**config.mk**
```make
export PLATFORM = sky130hd
export DESIGN_NAME = output_driver_ctl_regs
export DESIGN_NICKNAME = d
export VERILOG_FILES = /design/src/drv_ctl_pkg.sv /design/src/gain_readout.sv /design/src/short_guard.sv /design/src/output_driver_ctl_regs.sv
export SDC_FILE = /design/constraint.sdc
export NUM_CORES = 1
export LEC_CHECK = 0
export ABC_AREA = 0
export BUFFER_PORTS_ARGS = -buffer_cell sky130_fd_sc_hd__buf_2
export CAP_MARGIN = 30
export CORE_MARGIN = 4
export CORE_UTILIZATION = 25
export CTS_CLUSTER_SIZE = 10
export DETAILED_ROUTE_END_ITERATION = 12
export HOLD_SLACK_MARGIN = 0.05
export SLEW_MARGIN = 25
export SYNTH_ARGS = -nofsm -noshare
export SYNTH_HDL_FRONTEND = slang
export SYNTH_SLANG_ARGS = --single-unit
```
**constraint.sdc**
```tcl
create_clock -name clock -period 3.8 [get_ports clock]
set_input_delay 0.57 -clock clock [delete_from_list [all_inputs] [get_ports clock]]
set_output_delay 0.57 -clock clock [all_outputs]
set_load 0.01 [all_outputs]
```
**src/drv_ctl_pkg.sv**
```systemverilog
// Purpose: Shared constants and types for the output driver control registers.
// Assumes: Seven-bit register addresses within a page, eight-bit data.
// Notes:   Bit positions are given from bit 0 of each register.
`default_nettype none
package drv_ctl_pkg;
   // ==========================================================================
   // Register addresses
   localparam logic [6:0] PAGE_REG_ADDR  = 7'h00;
   localparam logic [6:0] ERR_REG_ADDR   = 7'h1E;
   localparam logic [6:0] HP_REG_ADDR    = 7'h1F;
   localparam logic [6:0] SPK_REG_ADDR   = 7'h20;
   localparam logic [6:0] GAIN_REG_ADDR  = 7'h75;
   localparam logic [6:0] RSV0_LO_ADDR   = 7'h76;
   localparam logic [6:0] RSV0_HI_ADDR   = 7'h7F;
   localparam logic [6:0] RSV1_LO_ADDR   = 7'h01;
   localparam logic [6:0] RSV1_HI_ADDR   = 7'h1D;
   localparam logic [7:0] PAGE_ZERO      = 8'h00;
   localparam logic [7:0] PAGE_ONE       = 8'h01;
   // ==========================================================================
   // Reset values
   localparam logic [7:0] PAGE_RESET     = 8'h00;
   localparam logic [7:0] ERR_RESET      = 8'h00;
   localparam logic [7:0] HP_RESET       = 8'h04;
   localparam logic [7:0] SPK_RESET      = 8'h06;
   localparam logic       GAIN_RSV_RESET = 1'b0;
   // ==========================================================================
   // Field positions
   localparam int HP_LEFT_BIT     = 7;
   localparam int HP_RIGHT_BIT    = 6;
   localparam int HP_CM_LSB       = 3;
   localparam int HP_ACTION_BIT   = 1;
   localparam int HP_STATUS_BIT   = 0;
   localparam int ERR_SPK_KEEP_BIT = 1;
   localparam int ERR_HP_KEEP_BIT = 0;
   localparam int SPK_LEFT_BIT    = 7;
   localparam int SPK_RIGHT_BIT   = 6;
   localparam int SPK_STATUS_BIT  = 0;
   localparam int GAIN_RSV_BIT    = 7;
   // ==========================================================================
   // Gain readout codes, in half-decibel steps
   localparam logic [6:0] GAIN_CODE_UNITY    = 7'h24;
   localparam logic [6:0] GAIN_CODE_KNEE     = 7'h5A;
   localparam logic [6:0] GAIN_CODE_RESERVED = 7'h7F;
   localparam int         GAIN_TOP_HALF_DB   = 36;
   localparam int         GAIN_KNEE_HALF_DB  = -54;
   // ==========================================================================
   // Types
   typedef enum logic [8:0] {
      ST_IDLE      = 9'h001,
      ST_ADDR      = 9'h002,
      ST_ADDR_ACK  = 9'h004,
      ST_PTR       = 9'h008,
      ST_PTR_ACK   = 9'h010,
      ST_WDATA     = 9'h020,
      ST_WDATA_ACK = 9'h040,
      ST_RDATA     = 9'h080,
      ST_RDATA_ACK = 9'h100
   } port_state_type;
   typedef struct packed {
      logic       left_up;
      logic       right_up;
      logic [1:0] common_mode;
      logic       current_limit;
   } hp_drive_type;
   typedef struct packed {
      logic left_up;
      logic right_up;
   } spk_drive_type;
   typedef struct packed {
      logic spk_keep;
      logic hp_keep;
      logic hp_action;
   } err_cfg_type;
endpackage
`default_nettype wire

```
**src/gain_readout.sv**
```systemverilog
// Purpose: Holds the gain code reported by the pin volume converter.
// Assumes: The converter offers a code with a one-cycle valid strobe.
// Notes:   The reserved all-ones code is never latched.
`timescale 1ns/1ns
`default_nettype none
module gain_readout #(
   parameter int GAIN_W = 7
) (
   // Clock and reset
   input  wire logic                     clock,
   input  wire logic                     rst_n,
   // Converter side
   input  wire logic [GAIN_W-1:0]        code_in,
   input  wire logic                     code_valid,
   // Readout
   output logic      [GAIN_W-1:0]        code_q,
   output logic signed [7:0]             half_db_q
);
   import drv_ctl_pkg::*;
   if (GAIN_W != 7) begin : gen_bad_width
      $error("gain_readout serves only a seven-bit code");
   end
   // ==========================================================================
   // Code to gain
   function automatic logic signed [7:0] to_half_db(input logic [6:0] code);
      int g;
      if (code < GAIN_CODE_KNEE) begin
         g = GAIN_TOP_HALF_DB - int'(code);
      end else begin
         g = GAIN_KNEE_HALF_DB - 2 * (int'(code) - int'(GAIN_CODE_KNEE));
      end
      return 8'(g);
   endfunction
   logic [GAIN_W-1:0] code_d;
   logic signed [7:0] half_db_d;
   always_comb begin
      code_d    = code_q;
      half_db_d = half_db_q;
      // A reserved code would read back as a gain, so the last good code stays.
      if (code_valid && code_in != GAIN_CODE_RESERVED) begin
         code_d    = code_in;
         half_db_d = to_half_db(code_in);
      end
   end
   always_ff @(posedge clock or negedge rst_n) begin
      if (!rst_n) begin
         code_q    <= GAIN_CODE_UNITY;
         half_db_q <= 8'sh00;
      end else begin
         code_q    <= code_d;
         half_db_q <= half_db_d;
      end
   end
endmodule
`default_nettype wire

```
**src/short_guard.sv**
```systemverilog
// Purpose: Decides the response of the drivers to a detected short circuit.
// Assumes: Short inputs are levels, high while the short is present.
// Notes:   Purely combinational; the caller registers every result.
`timescale 1ns/1ns
`default_nettype none
module short_guard (
   // Detect inputs
   input  wire logic                     hp_short,
   input  wire logic                     spk_short,
   // Configuration
   input  wire drv_ctl_pkg::err_cfg_type cfg,
   // Actions
   output logic                          hp_clear,
   output logic                          spk_clear,
   output logic                          hp_cut,
   output logic                          hp_limit
);
   import drv_ctl_pkg::*;
   always_comb begin
      spk_clear = spk_short && !cfg.spk_keep;
      hp_clear  = hp_short && !cfg.hp_keep && cfg.hp_action;
      hp_cut    = hp_short && cfg.hp_action;
      hp_limit  = hp_short && !cfg.hp_action;
   end
endmodule
`default_nettype wire

```
**src/output_driver_ctl_regs.sv**
```systemverilog
// Purpose: Control and status registers for the headphone and speaker drivers.
// Assumes: Serial control port pins are synchronous to clock and sampled here.
// Notes:   Register pointer auto-increments on every data byte.
//
// How it works
// - seven-bit read-only gain readout, all-ones reserved
// - code 0100100 reports unity gain
// - low end codes step one decibel
// - page register eight bits, resets zero
// - speaker short clears speaker power bits
// - speaker keep bit holds power bits
// - headphone short clears power bits when enabled
// - headphone keep bit holds power bits
// - bit seven powers left headphone driver
// - bit six powers right headphone driver
// - two bits select output common mode
// - action bit clear limits load current
// - action bit set powers driver down
// - bit zero shows headphone short status
// - speaker register bits seven, six power drivers
`timescale 1ns/1ns
`default_nettype none
module output_driver_ctl_regs #(
   parameter logic [6:0] DEV_ADDR = 7'h2A
) (
   // Clock and reset
   input  wire logic                       clock,
   input  wire logic                       arst_n,
   // Serial control port
   input  wire logic                       scl_in,
   input  wire logic                       sda_in,
   output logic                            sda_out,
   output logic                            sda_oe,
   // Analogue driver status
   input  wire logic                       hp_short_detect,
   input  wire logic                       spk_short_detect,
   // Pin volume converter
   input  wire logic [6:0]                 vol_code,
   input  wire logic                       vol_code_valid,
   output logic signed [7:0]               vol_gain_half_db,
   // Driver controls
   output drv_ctl_pkg::hp_drive_type       hp_drive,
   output drv_ctl_pkg::spk_drive_type      spk_drive
);
   import drv_ctl_pkg::*;
   if (DEV_ADDR > 7'h77) begin : gen_bad_addr
      $error("DEV_ADDR lies in the reserved address space");
   end
   // ==========================================================================
   // Reset release
   logic [1:0] rst_pipe_q;
   logic       rst_n;
   always_ff @(posedge clock or negedge arst_n) begin
      if (!arst_n) begin
         rst_pipe_q <= 2'h0;
      end else begin
         rst_pipe_q <= {rst_pipe_q[0], 1'b1};
      end
   end
   assign rst_n = rst_pipe_q[1];
   // ==========================================================================
   // Line events
   logic scl_q;
   logic sda_q;
   logic scl_rise;
   logic scl_fall;
   logic start_seen;
   logic stop_seen;
   always_ff @(posedge clock or negedge rst_n) begin
      if (!rst_n) begin
         scl_q <= 1'b1;
         sda_q <= 1'b1;
      end else begin
         scl_q <= scl_in;
         sda_q <= sda_in;
      end
   end
   always_comb begin
      scl_rise   = scl_in && !scl_q;
      scl_fall   = !scl_in && scl_q;
      start_seen = scl_in && scl_q && sda_q && !sda_in;
      stop_seen  = scl_in && scl_q && !sda_q && sda_in;
   end
   // ==========================================================================
   // Register state
   logic [7:0] page_q, page_d;
   logic [7:0] err_q, err_d;
   logic [7:0] hp_q, hp_d;
   logic [7:0] spk_q, spk_d;
   logic       gain_rsv_q, gain_rsv_d;
   logic       hp_short_q;
   logic       spk_short_q;
   logic [6:0] gain_code;
   logic [6:0] ptr_q;
   logic [7:0] shift_q;
   logic       wr_en;
   logic       wr_ok;
   logic       hp_clear;
   logic       spk_clear;
   logic       hp_cut;
   logic       hp_limit;
   err_cfg_type cfg;
   assign cfg = '{spk_keep:  err_q[ERR_SPK_KEEP_BIT],
                  hp_keep:   err_q[ERR_HP_KEEP_BIT],
                  hp_action: hp_q[HP_ACTION_BIT]};
   gain_readout #(
      .GAIN_W     (7)
   ) u_gain (
      .clock      (clock),
      .rst_n      (rst_n),
      .code_in    (vol_code),
      .code_valid (vol_code_valid),
      .code_q     (gain_code),
      .half_db_q  (vol_gain_half_db)
   );
   short_guard u_guard (
      .hp_short   (hp_short_detect),
      .spk_short  (spk_short_detect),
      .cfg        (cfg),
      .hp_clear   (hp_clear),
      .spk_clear  (spk_clear),
      .hp_cut     (hp_cut),
      .hp_limit   (hp_limit)
   );
   // ==========================================================================
   // Register writes and hardware clears
   always_comb begin
      page_d     = page_q;
      err_d      = err_q;
      hp_d       = hp_q;
      spk_d      = spk_q;
      gain_rsv_d = gain_rsv_q;
      // Reserved ranges are not backed by storage, so writes there fall away.
      wr_ok = wr_en
              && !(page_q == PAGE_ZERO && ptr_q >= RSV0_LO_ADDR && ptr_q <= RSV0_HI_ADDR)
              && !(page_q == PAGE_ONE && ptr_q >= RSV1_LO_ADDR && ptr_q <= RSV1_HI_ADDR);
      if (wr_ok) begin
         if (ptr_q == PAGE_REG_ADDR) begin
            page_d = shift_q;
         end else if (page_q == PAGE_ZERO && ptr_q == GAIN_REG_ADDR) begin
            gain_rsv_d = shift_q[GAIN_RSV_BIT];
         end else if (page_q == PAGE_ONE && ptr_q == ERR_REG_ADDR) begin
            err_d = shift_q;
         end else if (page_q == PAGE_ONE && ptr_q == HP_REG_ADDR) begin
            hp_d = {shift_q[7:1], 1'b0};
         end else if (page_q == PAGE_ONE && ptr_q == SPK_REG_ADDR) begin
            spk_d = {shift_q[7:1], 1'b0};
         end
      end
      // Protection beats a software write that lands in the same cycle.
      if (hp_clear) begin
         hp_d[HP_LEFT_BIT]  = 1'b0;
         hp_d[HP_RIGHT_BIT] = 1'b0;
      end
      if (spk_clear) begin
         spk_d[SPK_LEFT_BIT]  = 1'b0;
         spk_d[SPK_RIGHT_BIT] = 1'b0;
      end
   end
   hp_drive_type  hp_drive_d;
   spk_drive_type spk_drive_d;
   always_comb begin
      hp_drive_d.left_up       = hp_d[HP_LEFT_BIT] && !hp_cut;
      hp_drive_d.right_up      = hp_d[HP_RIGHT_BIT] && !hp_cut;
      hp_drive_d.common_mode   = hp_d[HP_CM_LSB+1:HP_CM_LSB];
      hp_drive_d.current_limit = hp_limit;
      spk_drive_d.left_up      = spk_d[SPK_LEFT_BIT];
      spk_drive_d.right_up     = spk_d[SPK_RIGHT_BIT];
   end
   always_ff @(posedge clock or negedge rst_n) begin
      if (!rst_n) begin
         page_q      <= PAGE_RESET;
         err_q       <= ERR_RESET;
         hp_q        <= HP_RESET;
         spk_q       <= SPK_RESET;
         gain_rsv_q  <= GAIN_RSV_RESET;
         hp_short_q  <= 1'b0;
         spk_short_q <= 1'b0;
         hp_drive    <= '0;
         spk_drive   <= '0;
      end else begin
         page_q      <= page_d;
         err_q       <= err_d;
         hp_q        <= hp_d;
         spk_q       <= spk_d;
         gain_rsv_q  <= gain_rsv_d;
         hp_short_q  <= hp_short_detect;
         spk_short_q <= spk_short_detect;
         hp_drive    <= hp_drive_d;
         spk_drive   <= spk_drive_d;
      end
   end
   // ==========================================================================
   // Read data
   logic [7:0] rdata;
   always_comb begin
      rdata = 8'h00;
      if (ptr_q == PAGE_REG_ADDR) begin
         rdata = page_q;
      end else if (page_q == PAGE_ZERO && ptr_q == GAIN_REG_ADDR) begin
         rdata = {gain_rsv_q, gain_code};
      end else if (page_q == PAGE_ONE && ptr_q == ERR_REG_ADDR) begin
         rdata = err_q;
      end else if (page_q == PAGE_ONE && ptr_q == HP_REG_ADDR) begin
         rdata = {hp_q[7:1], hp_short_q};
      end else if (page_q == PAGE_ONE && ptr_q == SPK_REG_ADDR) begin
         rdata = {spk_q[7:1], spk_short_q};
      end
   end
   // ==========================================================================
   // Serial port sequencer
   port_state_type state_q, state_d;
   logic [3:0]     cnt_q, cnt_d;
   logic [7:0]     shift_d;
   logic [7:0]     tx_q, tx_d;
   logic [6:0]     ptr_d;
   logic           rd_q, rd_d;
   logic           oe_q, oe_d;
   always_comb begin
      state_d = state_q;
      cnt_d   = cnt_q;
      shift_d = shift_q;
      tx_d    = tx_q;
      ptr_d   = ptr_q;
      rd_d    = rd_q;
      oe_d    = oe_q;
      wr_en   = 1'b0;
      if (start_seen) begin
         state_d = ST_ADDR;
         cnt_d   = 4'h0;
         oe_d    = 1'b0;
      end else if (stop_seen) begin
         state_d = ST_IDLE;
         oe_d    = 1'b0;
      end else if (scl_rise) begin
         if (state_q == ST_RDATA_ACK && sda_in) begin
            state_d = ST_IDLE;
         end else if (state_q inside {ST_ADDR, ST_PTR, ST_WDATA, ST_RDATA}) begin
            shift_d = {shift_q[6:0], sda_in};
            cnt_d   = cnt_q + 4'h1;
         end
      end else if (scl_fall) begin
         unique case (state_q)
            ST_IDLE: ;
            ST_ADDR: begin
               if (cnt_q == 4'h8) begin
                  cnt_d = 4'h0;
                  if (shift_q[7:1] == DEV_ADDR) begin
                     state_d = ST_ADDR_ACK;
                     rd_d    = shift_q[0];
                     oe_d    = 1'b1;
                  end else begin
                     state_d = ST_IDLE;
                  end
               end
            end
            ST_PTR: begin
               if (cnt_q == 4'h8) begin
                  cnt_d   = 4'h0;
                  ptr_d   = shift_q[6:0];
                  oe_d    = 1'b1;
                  state_d = ST_PTR_ACK;
               end
            end
            ST_WDATA: begin
               if (cnt_q == 4'h8) begin
                  cnt_d   = 4'h0;
                  wr_en   = 1'b1;
                  ptr_d   = ptr_q + 7'h01;
                  oe_d    = 1'b1;
                  state_d = ST_WDATA_ACK;
               end
            end
            ST_ADDR_ACK: begin
               if (rd_q) begin
                  tx_d    = rdata;
                  oe_d    = !rdata[7];
                  state_d = ST_RDATA;
               end else begin
                  oe_d    = 1'b0;
                  state_d = ST_PTR;
               end
            end
            ST_PTR_ACK, ST_WDATA_ACK: begin
               oe_d    = 1'b0;
               state_d = ST_WDATA;
            end
            ST_RDATA: begin
               if (cnt_q == 4'h8) begin
                  cnt_d   = 4'h0;
                  oe_d    = 1'b0;
                  ptr_d   = ptr_q + 7'h01;
                  state_d = ST_RDATA_ACK;
               end else begin
                  tx_d = {tx_q[6:0], 1'b0};
                  oe_d = !tx_q[6];
               end
            end
            ST_RDATA_ACK: begin
               tx_d    = rdata;
               oe_d    = !rdata[7];
               state_d = ST_RDATA;
            end
            default: begin
               state_d = ST_IDLE;
               oe_d    = 1'b0;
            end
         endcase
      end
   end
   always_ff @(posedge clock or negedge rst_n) begin
      if (!rst_n) begin
         state_q <= ST_IDLE;
         cnt_q   <= 4'h0;
         shift_q <= 8'h00;
         tx_q    <= 8'h00;
         ptr_q   <= 7'h00;
         rd_q    <= 1'b0;
         oe_q    <= 1'b0;
      end else begin
         state_q <= state_d;
         cnt_q   <= cnt_d;
         shift_q <= shift_d;
         tx_q    <= tx_d;
         ptr_q   <= ptr_d;
         rd_q    <= rd_d;
         oe_q    <= oe_d;
      end
   end
   // Open drain: the line is only ever pulled low.
   assign sda_out = 1'b0;
   assign sda_oe  = oe_q;
endmodule
`default_nettype wire

```
Yosys cells after proc, flatten, opt, wreduce, memory -nomap -nowiden --
Index checks and enable logic that the tools add are counted.
Storage, ports and cells: bits in registers 96, input port bits 14, output and inout port bits 17, logic and storage cells 205
Cells by class: add/sub/neg operators 5, magnitude comparators 5, equal/unequal tests 35, mux-type cells 61, bitwise gates (word level) 8, reductions and logical operators 64
Operators with widths (number):
- two-way mux 8 bit | 18
- two-way mux 9 bit | 9
- one-hot mux 9 bit (8 select lines) | 1
- two-way mux 4 bit | 8
- two-way mux 7 bit | 4
- AND reduction 7 bit | 4
- logical AND 1 bit | 26
- one-hot mux 7 bit (3 select lines) | 1
- != test 5 x 4 -> 1 bit (second input constant) | 4
- AND reduction 6 bit | 3
- two-way mux 1 bit | 15
- nonzero test 3 bit | 5
- == test 7 x 5 -> 1 bit (second input constant) | 2
- == test 7 x 6 -> 1 bit (second input constant) | 2
- one-hot mux 7 bit (2 select lines) | 1
- logical NOT 1 bit | 12
- AND reduction 5 bit | 2
- == test 9 x 1 -> 1 bit (second input constant) | 1
- == test 9 x 2 -> 1 bit (second input constant) | 1
- == test 9 x 3 -> 1 bit (second input constant) | 1
- == test 9 x 4 -> 1 bit (second input constant) | 1
- == test 9 x 5 -> 1 bit (second input constant) | 1
- == test 9 x 6 -> 1 bit (second input constant) | 1
- == test 9 x 7 -> 1 bit (second input constant) | 1
- other kinds (36) | 54

Logic depth before layout (Yosys ltp) --
Gate-level depths: netlist of run 1.
depth after elaboration 14, mapped depth 9, depth with buffers taken out 8

Cells and area by module --
Synthesis of run 1 repeated with hierarchy kept, for this count alone.
Unflattened totals: cell total of the unflattened synthesis 572, area total of the unflattened synthesis 5676.7 µm²
Modules (own cells, without submodules):
- output_driver_ctl_regs | instances 1, cells an instance 453, area an instance 4599.4 µm², seq. area each 1934.4 µm²
- gain_readout | instances 1, cells an instance 115, area an instance 1044.8 µm², seq. area each 377.9 µm²
- short_guard | instances 1, cells an instance 4, area an instance 32.5 µm², seq. area each 0.0 µm²

Worst setup path after synthesis of run 1 --
OpenSTA, ideal clock, no wires.
path kind input to register, from input port scl_in, to register err_q[1], setup time 125 ps, arrival time 2498 ps, required time 3675 ps, setup slack 1177 ps, stages on the path 7, path buffers 0, path through inv_1 > ha_1 > nand4b_1 > a211oi_1 > o2111ai_2 > nor4b_4 > mux2_2
Between the ends: word-level cells in the longest chain between the ends 9, elaborated cells between the ends (all ways) 15, classes of those cells 4 x mux; 11 x reduce/logical
Ends and longest elaborated chain:
- start: declaration | line output_driver_ctl_regs.sv:30 | input wire logic scl_in,
- logical NOT 1 bit | line output_driver_ctl_regs.sv:80 | scl_fall = !scl_in && scl_q;
- logical AND 1 bit | line output_driver_ctl_regs.sv:80
- two-way mux 1 bit | line output_driver_ctl_regs.sv:242 | end else if (scl_fall) begin
- two-way mux 1 bit | line output_driver_ctl_regs.sv:235 | end else if (scl_rise) begin
- two-way mux 1 bit | line output_driver_ctl_regs.sv:232 | end else if (stop_seen) begin
- two-way mux 1 bit (*) | line output_driver_ctl_regs.sv:228 | if (start_seen) begin
- logical AND 1 bit (*) | line output_driver_ctl_regs.sv:135 | && !(page_q == PAGE_ZERO && ptr_q >= RSV0_LO_ADDR && ptr_q <= RSV0_HI_ADDR)
- logical AND 1 bit (*) | line output_driver_ctl_regs.sv:136 | && !(page_q == PAGE_ONE && ptr_q >= RSV1_LO_ADDR && ptr_q <= RSV1_HI_ADDR);
- AND reduction 4 bit (no source line) (*)
- end signal: assignment | line output_driver_ctl_regs.sv:183 | err_q <= err_d;
- end: declaration | line output_driver_ctl_regs.sv:87 | logic [7:0] err_q, err_d;
Every way passes the cells marked *; elsewhere a longest branch is shown, timed or not. A chain may end at the register's enable or synchronous reset.

Worst setup path after layout of run 1 --
from register scl_q, to register err_q[6]
Between the ends: word-level cells in the longest chain between the ends 8, elaborated cells between the ends (all ways) 15, classes of those cells 4 x mux; 11 x reduce/logical
Ends and longest elaborated chain:
- start: declaration | line output_driver_ctl_regs.sv:63 | logic scl_q;
- start signal: assignment | line output_driver_ctl_regs.sv:74 | scl_q <= scl_in;
- logical AND 1 bit, or another cell as far along | line output_driver_ctl_regs.sv:80
- two-way mux 1 bit, or another cell as far along | line output_driver_ctl_regs.sv:242
- two-way mux 1 bit / logical AND 1 bit (equally long branches) | line output_driver_ctl_regs.sv:235, output_driver_ctl_regs.sv:82
- two-way mux 1 bit | line output_driver_ctl_regs.sv:232
- two-way mux 1 bit (*) | line output_driver_ctl_regs.sv:228
- logical AND 1 bit (*) | line output_driver_ctl_regs.sv:135
- logical AND 1 bit (*) | line output_driver_ctl_regs.sv:136
- AND reduction 4 bit (no source line) (*)
Marks and branches as above.

==> summary.txt, run 1 <==
STA
  • Worst Max-Slew Pin Slew: 0.841 ns
  • Max Clock Freq: 0.323 GHz
  • RSZ-0062 raised after global routing: no
  • Final slew viol count: 0
  • Fin crit share: 81.6%
  • Final-report setup violation count: 0
  • Slew Limit Headroom: approximately 44%
  • Clock Skew: 0.00703 ns
  • Setup TNS: 0 ns
  • Final hold violation count: 0
  • Min cycle time layout: 3.10 ns

Power and ir drop
  • Peak supply drop: approximately 0.25 mV
  • Leak pwr: 0.00255 uW
  • P per Cell Area: 358 nW/um^2

Cells and area
  • Final Cell Area: 5900 sq um
  • Area Overhead vs Synth: 12.9%
  • Layout cells sized above 1: 22.1%
  • Post-layout nets: 561
  • Layout fillers: roughly 2.1k
  • Diode count: 0

Logic synthesis
  • Count of cell types in the netlist: 71
  • Syn Area/Cell: between 10 and 15 sq um
  • Synthesized instance count: 513
  • Register area share after synthesis: 44.3%
  • EDFF count, synth: 0
  • Yosys reg bits: 92
  • Post-synthesis cell area: 5220 sq um
  • Async set-reset flop share out of synthesis: between 90% and 100%
  • Mapped Nets: ~540
  • Dominant synthesized flop cell: dfrtp_1
  • Yosys warns: 0

Clock network
  • Clock Latency Late Sink: 0.35 ns
  • Max clock buf depth: 2
  • Number of H-tree levels: 3
  • CTS tree: done
  • Sink Count: 92
  • Hold-fix buffers, CTS: 1
  • CTS resizes: 0
  • Clock root cell: clkbuf_16
  • Total CTS buffers: 9
  • Post-CTS setup buffer count: 0
  • Clk pin slew, worst setup/hold paths: around 0.06 ns

Global routing
  • Largest net degree at the start of global routing: 60
  • Vias in the first global route: 3796
  • First-pass GRT wire length: slightly above 20000 um
  • GRT overflow: 0
  • Total GRT Usage: 10.8%
  • Initial antenna violation count: 0

Detailed routing
  • WL per Instance: 15.1 um
  • Via count: 3828
  • Vias per inst: ~4.7
  • Pre-antenna DRT Iters: 4
  • Post-route ant nets: 0
  • DR iter-0 viols: 248
  • Total Wirelength: ~12000 um
  • Residual DRC: 0

Worst setup path
  • Startpoint Class: flip-flop
  • Setup crit end: err_q[6]
  • Delay-heaviest family, CP: compound AO/OA/AOI/OAI gates
  • Crit path cell chain: inv_1 > ha_1 > a211oi_1 > o2111ai_2 > nor4b_4 > mux2_2
  • R2r startpoint: scl_q
  • CP startpoint: scl_q
  • Critical R2R Capture: err_q[6]
  • CP peak stage delay: 0.65 ns
  • CP Data Required Time: 4.04 ns
  • Critical path endpoint category: flip-flop
  • R2R setup slack: 0.70 ns
  • Slowest CP cell: a211oi_1
  • Worst R2R Path Depth: 6
  • Crit path max fanout: 13
  • WP depth: 6
  • Worst path bufs/invs: 1
  • Worst EP arrival: between 3 and 4 ns
  • Critical path class: reg2reg

Place
  • I/O Buffers: 29
  • DP HPWL: between 8000 and 9000 um
  • Routability cong.: 0.837
  • Area post-placement: about 5600 sq um

Floorplan
  • Die footprint: 23300 sq um
  • # IOs: 31
  • Initial Util: 25.7%
  • Row count: 52
  • DIE WIDTH: 153 um
  • Die Y: 153 um
  • CORE AREA: 20400 sq um

Worst hold path
  • Worst hold path type: in2reg

Flow run
  • MaxCap Viol Count: 0

Status
  • Status: completed
cell usage after synthesis (9+ instances only):
| master | instances | area [sq um] |
|---|---|---|
| a21oi_1 | 20 | 100 |
| a22oi_1 | 9 | 67.6 |
| clkbuf_1 | 16 | 60.1 |
| dfrtp_1 | 84 | 2100 |
| ha_1 | 14 | 175 |
| inv_1 | 25 | 93.8 |
| mux2_2 | 37 | 417 |
| mux2i_1 | 14 | 140 |
| nand2_1 | 40 | 150 |
| nand3_1 | 23 | 115 |
| nor2_1 | 35 | 131 |
| nor3_1 | 10 | 50.1 |
| o21ai_0 | 30 | 150 |
worst min-delay path by stage:
stage                          start             to  slack (ns)  cells past startpoint
floorplan                     arst_n  rst_pipe_q[0]        0.27                      0
global placement       rst_pipe_q[0]  rst_pipe_q[1]        0.34                      0
detailed placement     rst_pipe_q[0]  rst_pipe_q[1]        0.34                      0
CTS                 spk_short_detect    spk_short_q        0.32                      1
global route        spk_short_detect    spk_short_q        0.33                      1
finish              spk_short_detect    spk_short_q        0.33                      1
placed cells by master, fill, tap and decap left out, drive strengths merged, types with 6 or more instances in the layout:
cell type / count
nand4: 7
nor3: 10
dfrtp: 84
mux2i: 14
o21ai: 34
xnor2: 7
nand2: 41
nor4: 9
a211oi: 6
nand2b: 6
clkbuf: 12
buf: 33
nand3: 23
mux2: 43
inv: 25
a22oi: 9
ha: 14
nor2b: 8
nor2: 35
a21oi: 21
o31ai: 8
o22ai: 7
dfstp: 8
report_power, final:
group,internal (uW),leakage (uW),switching [uW]
combinational,86.5,0.00122,118
sequential,1020,0.00120,47.0
clock,460,0.000129,383
total,1570,0.00255,549
registers in the layout, summed over array words and instances, names as in the netlist:
register	flops
state_q	9
err_q	8
page_q	8
shift_q	8
u_gain.half_db_q	8
ptr_q	7
spk_q	7
tx_q	7
u_gain.code_q	7
hp_q	6
cnt_q	4
hp_drive	4
rst_pipe_q	2
gain_rsv_q	1
hp_short_q	1
rd_q	1
scl_q	1
sda_oe	1
sda_q	1
spk_short_q	1
metrics by stage:
| step | setup slack, ns | std cells | hold WS, ns | util [%] | power (uW) |
|---|---|---|---|---|---|
| 5_1_grt | 0.519 | 808 | 0.328 | 29.0 | 2210 |
| 6_report | 0.701 | 808 | 0.329 | 29.0 | 2110 |
| 2_1_floorplan | 1.06 | 513 | 0.274 | - | 1230 |
| 4_1_cts | 0.695 | 808 | 0.319 | 29.0 | 2140 |
| 3_3_place_gp | 0.570 | 791 | 0.337 | 27.6 | 1290 |
| 3_5_place_dp | 0.526 | 791 | 0.337 | 27.6 | 1290 |
metal layers:
metal	GRT usage, %	wire (um)	up-vias
met5	0	0	-
li1	-	-	1894
met3	1.65	257	17
met2	17.0	5630	43
met4	4.67	263	0
met1	14.9	6030	1874
cells by family after synthesis:
logic type,Yosys count,share of synthesized area (%)
compound gates,116,15.7
other cells,2,0.144
flops,92,44.3
xor+xnor,11,1.84
buf+inv,50,4.17
fa+ha+maj,14,3.35
simple gates,171,18.2
mux,57,12.4
area by class of cell:
cell class / count / area (sq um) / area share, %
tap: 270 / 338 / 5.73
timing repair buffer: 34 / 185 / 3.14
clock buffer: 12 / 246 / 4.18
sequential: 92 / 2320 / 39.3
inverter: 25 / 93.8 / 1.59
clock inverter: 4 / 25.0 / 0.424
multi-input combinational: 371 / 2690 / 45.7
Note: power is estimated with default switching activity, not from simulation.
==> run 2: changes to the inputs <==
==> constraint.sdc (replaced) <==
create_clock -name clock -period 2.8 [get_ports clock]
set_input_delay 0.42 -clock clock [delete_from_list [all_inputs] [get_ports clock]]
set_output_delay 0.42 -clock clock [all_outputs]
set_load 0.01 [all_outputs]
==> run 2 against run 1 <==
  * Count of clock-buffer cells in the layout down 2
  * Non-clock buffer count up 18
  * Sequential share of layout area is 1.2 points lower
  * Fmax is 18% higher
  * Setup slack worse by 0.52 ns
  * Hold slack worse by 0.14 ns
  * Register-to-register slack lost 0.52 ns
  * Clock power increased by 51%
  * Critical path type unchanged
  * Combinational power is 43% higher
==> summary.txt, run 2 (synthesis gave the netlist of run 1 again) <==
Status
  • Status: completed

Cells and area
  • Post-layout nets: about 580
  • Reg with most FFs: state_q
  • Most common cell after layout, fill and taps aside: dfrtp_1
  • Commonest non-fill, non-tap cells in the layout: dfrtp_1 (83), nand2_1 (40), mux2_2 (37)
  • Area Overhead vs Synth: 16.4%
  • Final core utilization: 29.9%
  • Max reg flops: 9
  • Final Cell Area: 6080 sq um
  • Layout cells sized above 1: 24.8%
  • Diode count: 0

STA
  • Final-report setup violation count: 0
  • Slew Limit Headroom: 53.5%
  • Worst Max-Slew Pin Slew: 0.692 ns
  • Min cycle time layout: approximately 2.6 ns
  • Hold slack: 0.184 ns
  • Setup TNS: 0 ns
  • RSZ-0062 raised after global routing: no
  • Max Clock Freq: roughly 0.38 GHz
  • Final hold violation count: 0
  • Clock Skew: 0.00964 ns
  • Fin crit share: 93.6%
  • Final slew viol count: 0

Detailed routing
  • Via count: 3978
  • WL per Instance: 14.8 um
  • Total Wirelength: 12200 um
  • Pre-antenna DRT Iters: 5
  • Vias per inst: 4.82
  • DR iter-0 viols: 241
  • Residual DRC: 0
  • Post-route ant nets: 0

Worst setup path
  • CP Data Required Time: a little over 3 ns
  • R2R setup slack: 0.18 ns
  • Worst EP arrival: 2.85 ns
  • CP startpoint: state_q[2]
  • Critical path class: reg2reg
  • R2r startpoint: state_q[2]
  • Critical path endpoint category: flip-flop
  • Crit path max fanout: 9
  • Startpoint Class: flip-flop
  • Worst R2R Path Depth: 6
  • Critical R2R Capture: err_q[5]

Global routing
  • Largest net degree at the start of global routing: 49
  • First-pass GRT wire length: 20700 um
  • Initial antenna violation count: 0
  • Vias in the first global route: a little under 4k
  • Total GRT Usage: 10.8%
  • GRT overflow: 0

Flow run
  • MaxCap Viol Count: 0

Place
  • I/O Buffers: 29
  • Routability cong.: just over 0.8
  • DP HPWL: 8880 um
  • Area post-placement: 5760 sq um

Clock network
  • Max clock buf depth: 2
  • Number of H-tree levels: 3
  • Post-CTS setup buffer count: 0
  • Total CTS buffers: 9
  • Clock root cell: clkbuf_16
  • Sink Count: between 90 and 100
  • Clk pin slew, worst setup/hold paths: 0.07 ns
  • CTS tree: done
  • Clock Latency Late Sink: 0.35 ns

Worst hold path
  • Worst hold path type: in2reg
  • HP Start: spk_short_detect
  • Hold Path Stages: 1
  • Hold EP: spk_short_q

Floorplan
  • # IOs: 31
  • Row count: 52
  • Die Y: roughly 150 um
  • Die footprint: 23300 sq um
  • CORE AREA: 20400 sq um
  • Initial Util: 25.7%
  • DIE WIDTH: 153 um

Power and ir drop
  • Peak supply drop: around 0.31 mV
  • P per Cell Area: roughly 500 nW/um^2
  • Power Total: 3000 uW
  • Leak pwr: around 0.0027 uW
[run 2: cell type report]
class / instances / area, sq um
timing repair buffer: 52 / 333
sequential: 92 / 2320
multi-input combinational: 371 / 2690
inverter: 25 / 93.8
fill: 2095 / 14300
clock buffer: 10 / 229
tap: 270 / 338
clock inverter: 6 / 76.3
[run 2: worst max-delay path by stage]
stage | to | slack, ns | cells past startpoint
6_report | err_q[5] | 0.18 | 6
5_1_grt | ptr_q[2] | 0.05 | 7
4_1_cts | err_q[5] | 0.17 | 6
3_5_place_dp | page_q[4] | 0.19 | 5
3_3_place_gp | err_q[3] | 0.23 | 6
2_1_floorplan | cnt_q[0] | 0.06 | 0
[run 2: power by group]
group | leakage, uW | internal, uW | total (uW) | switching (uW)
Sequential | 0.00120 | 1380 | 1440 | 55.3
Combinational | 0.00132 | 125 | 293 | 168
Clock | 0.000150 | 712 | 1270 | 557
Total | 0.00266 | 2220 | 3000 | 781
[run 2: timing repair]
item	CTS	global route
hold buffers	1	0
hold endpoints to repair	2	0
resized for setup	0	0
[run 2: through the flow]
stage	worst slack [ns]	cells
2_1_floorplan	0.0617	513
3_3_place_gp	0.228	809
3_5_place_dp	0.194	809
4_1_cts	0.174	826
5_1_grt	0.0510	826
6_report	0.180	826
[run 2: layer usage]
metal	vias up	GRT usage, %	wire length (um)
li1	1936	-	-
met2	77	16.4	5560
met4	0	4.29	212
met1	1950	15.4	6000
met5	-	0	0
met3	15	1.90	457
[run 2: critical path, cell delays in order, from the launching register on]
cell and delay [ns]:
dfrtp_1 0.44, or4_4 0.61, nor4_4 0.32, o2111ai_2 0.28, nor4b_4 0.30, buf_4 0.21
mux2_2 0.35
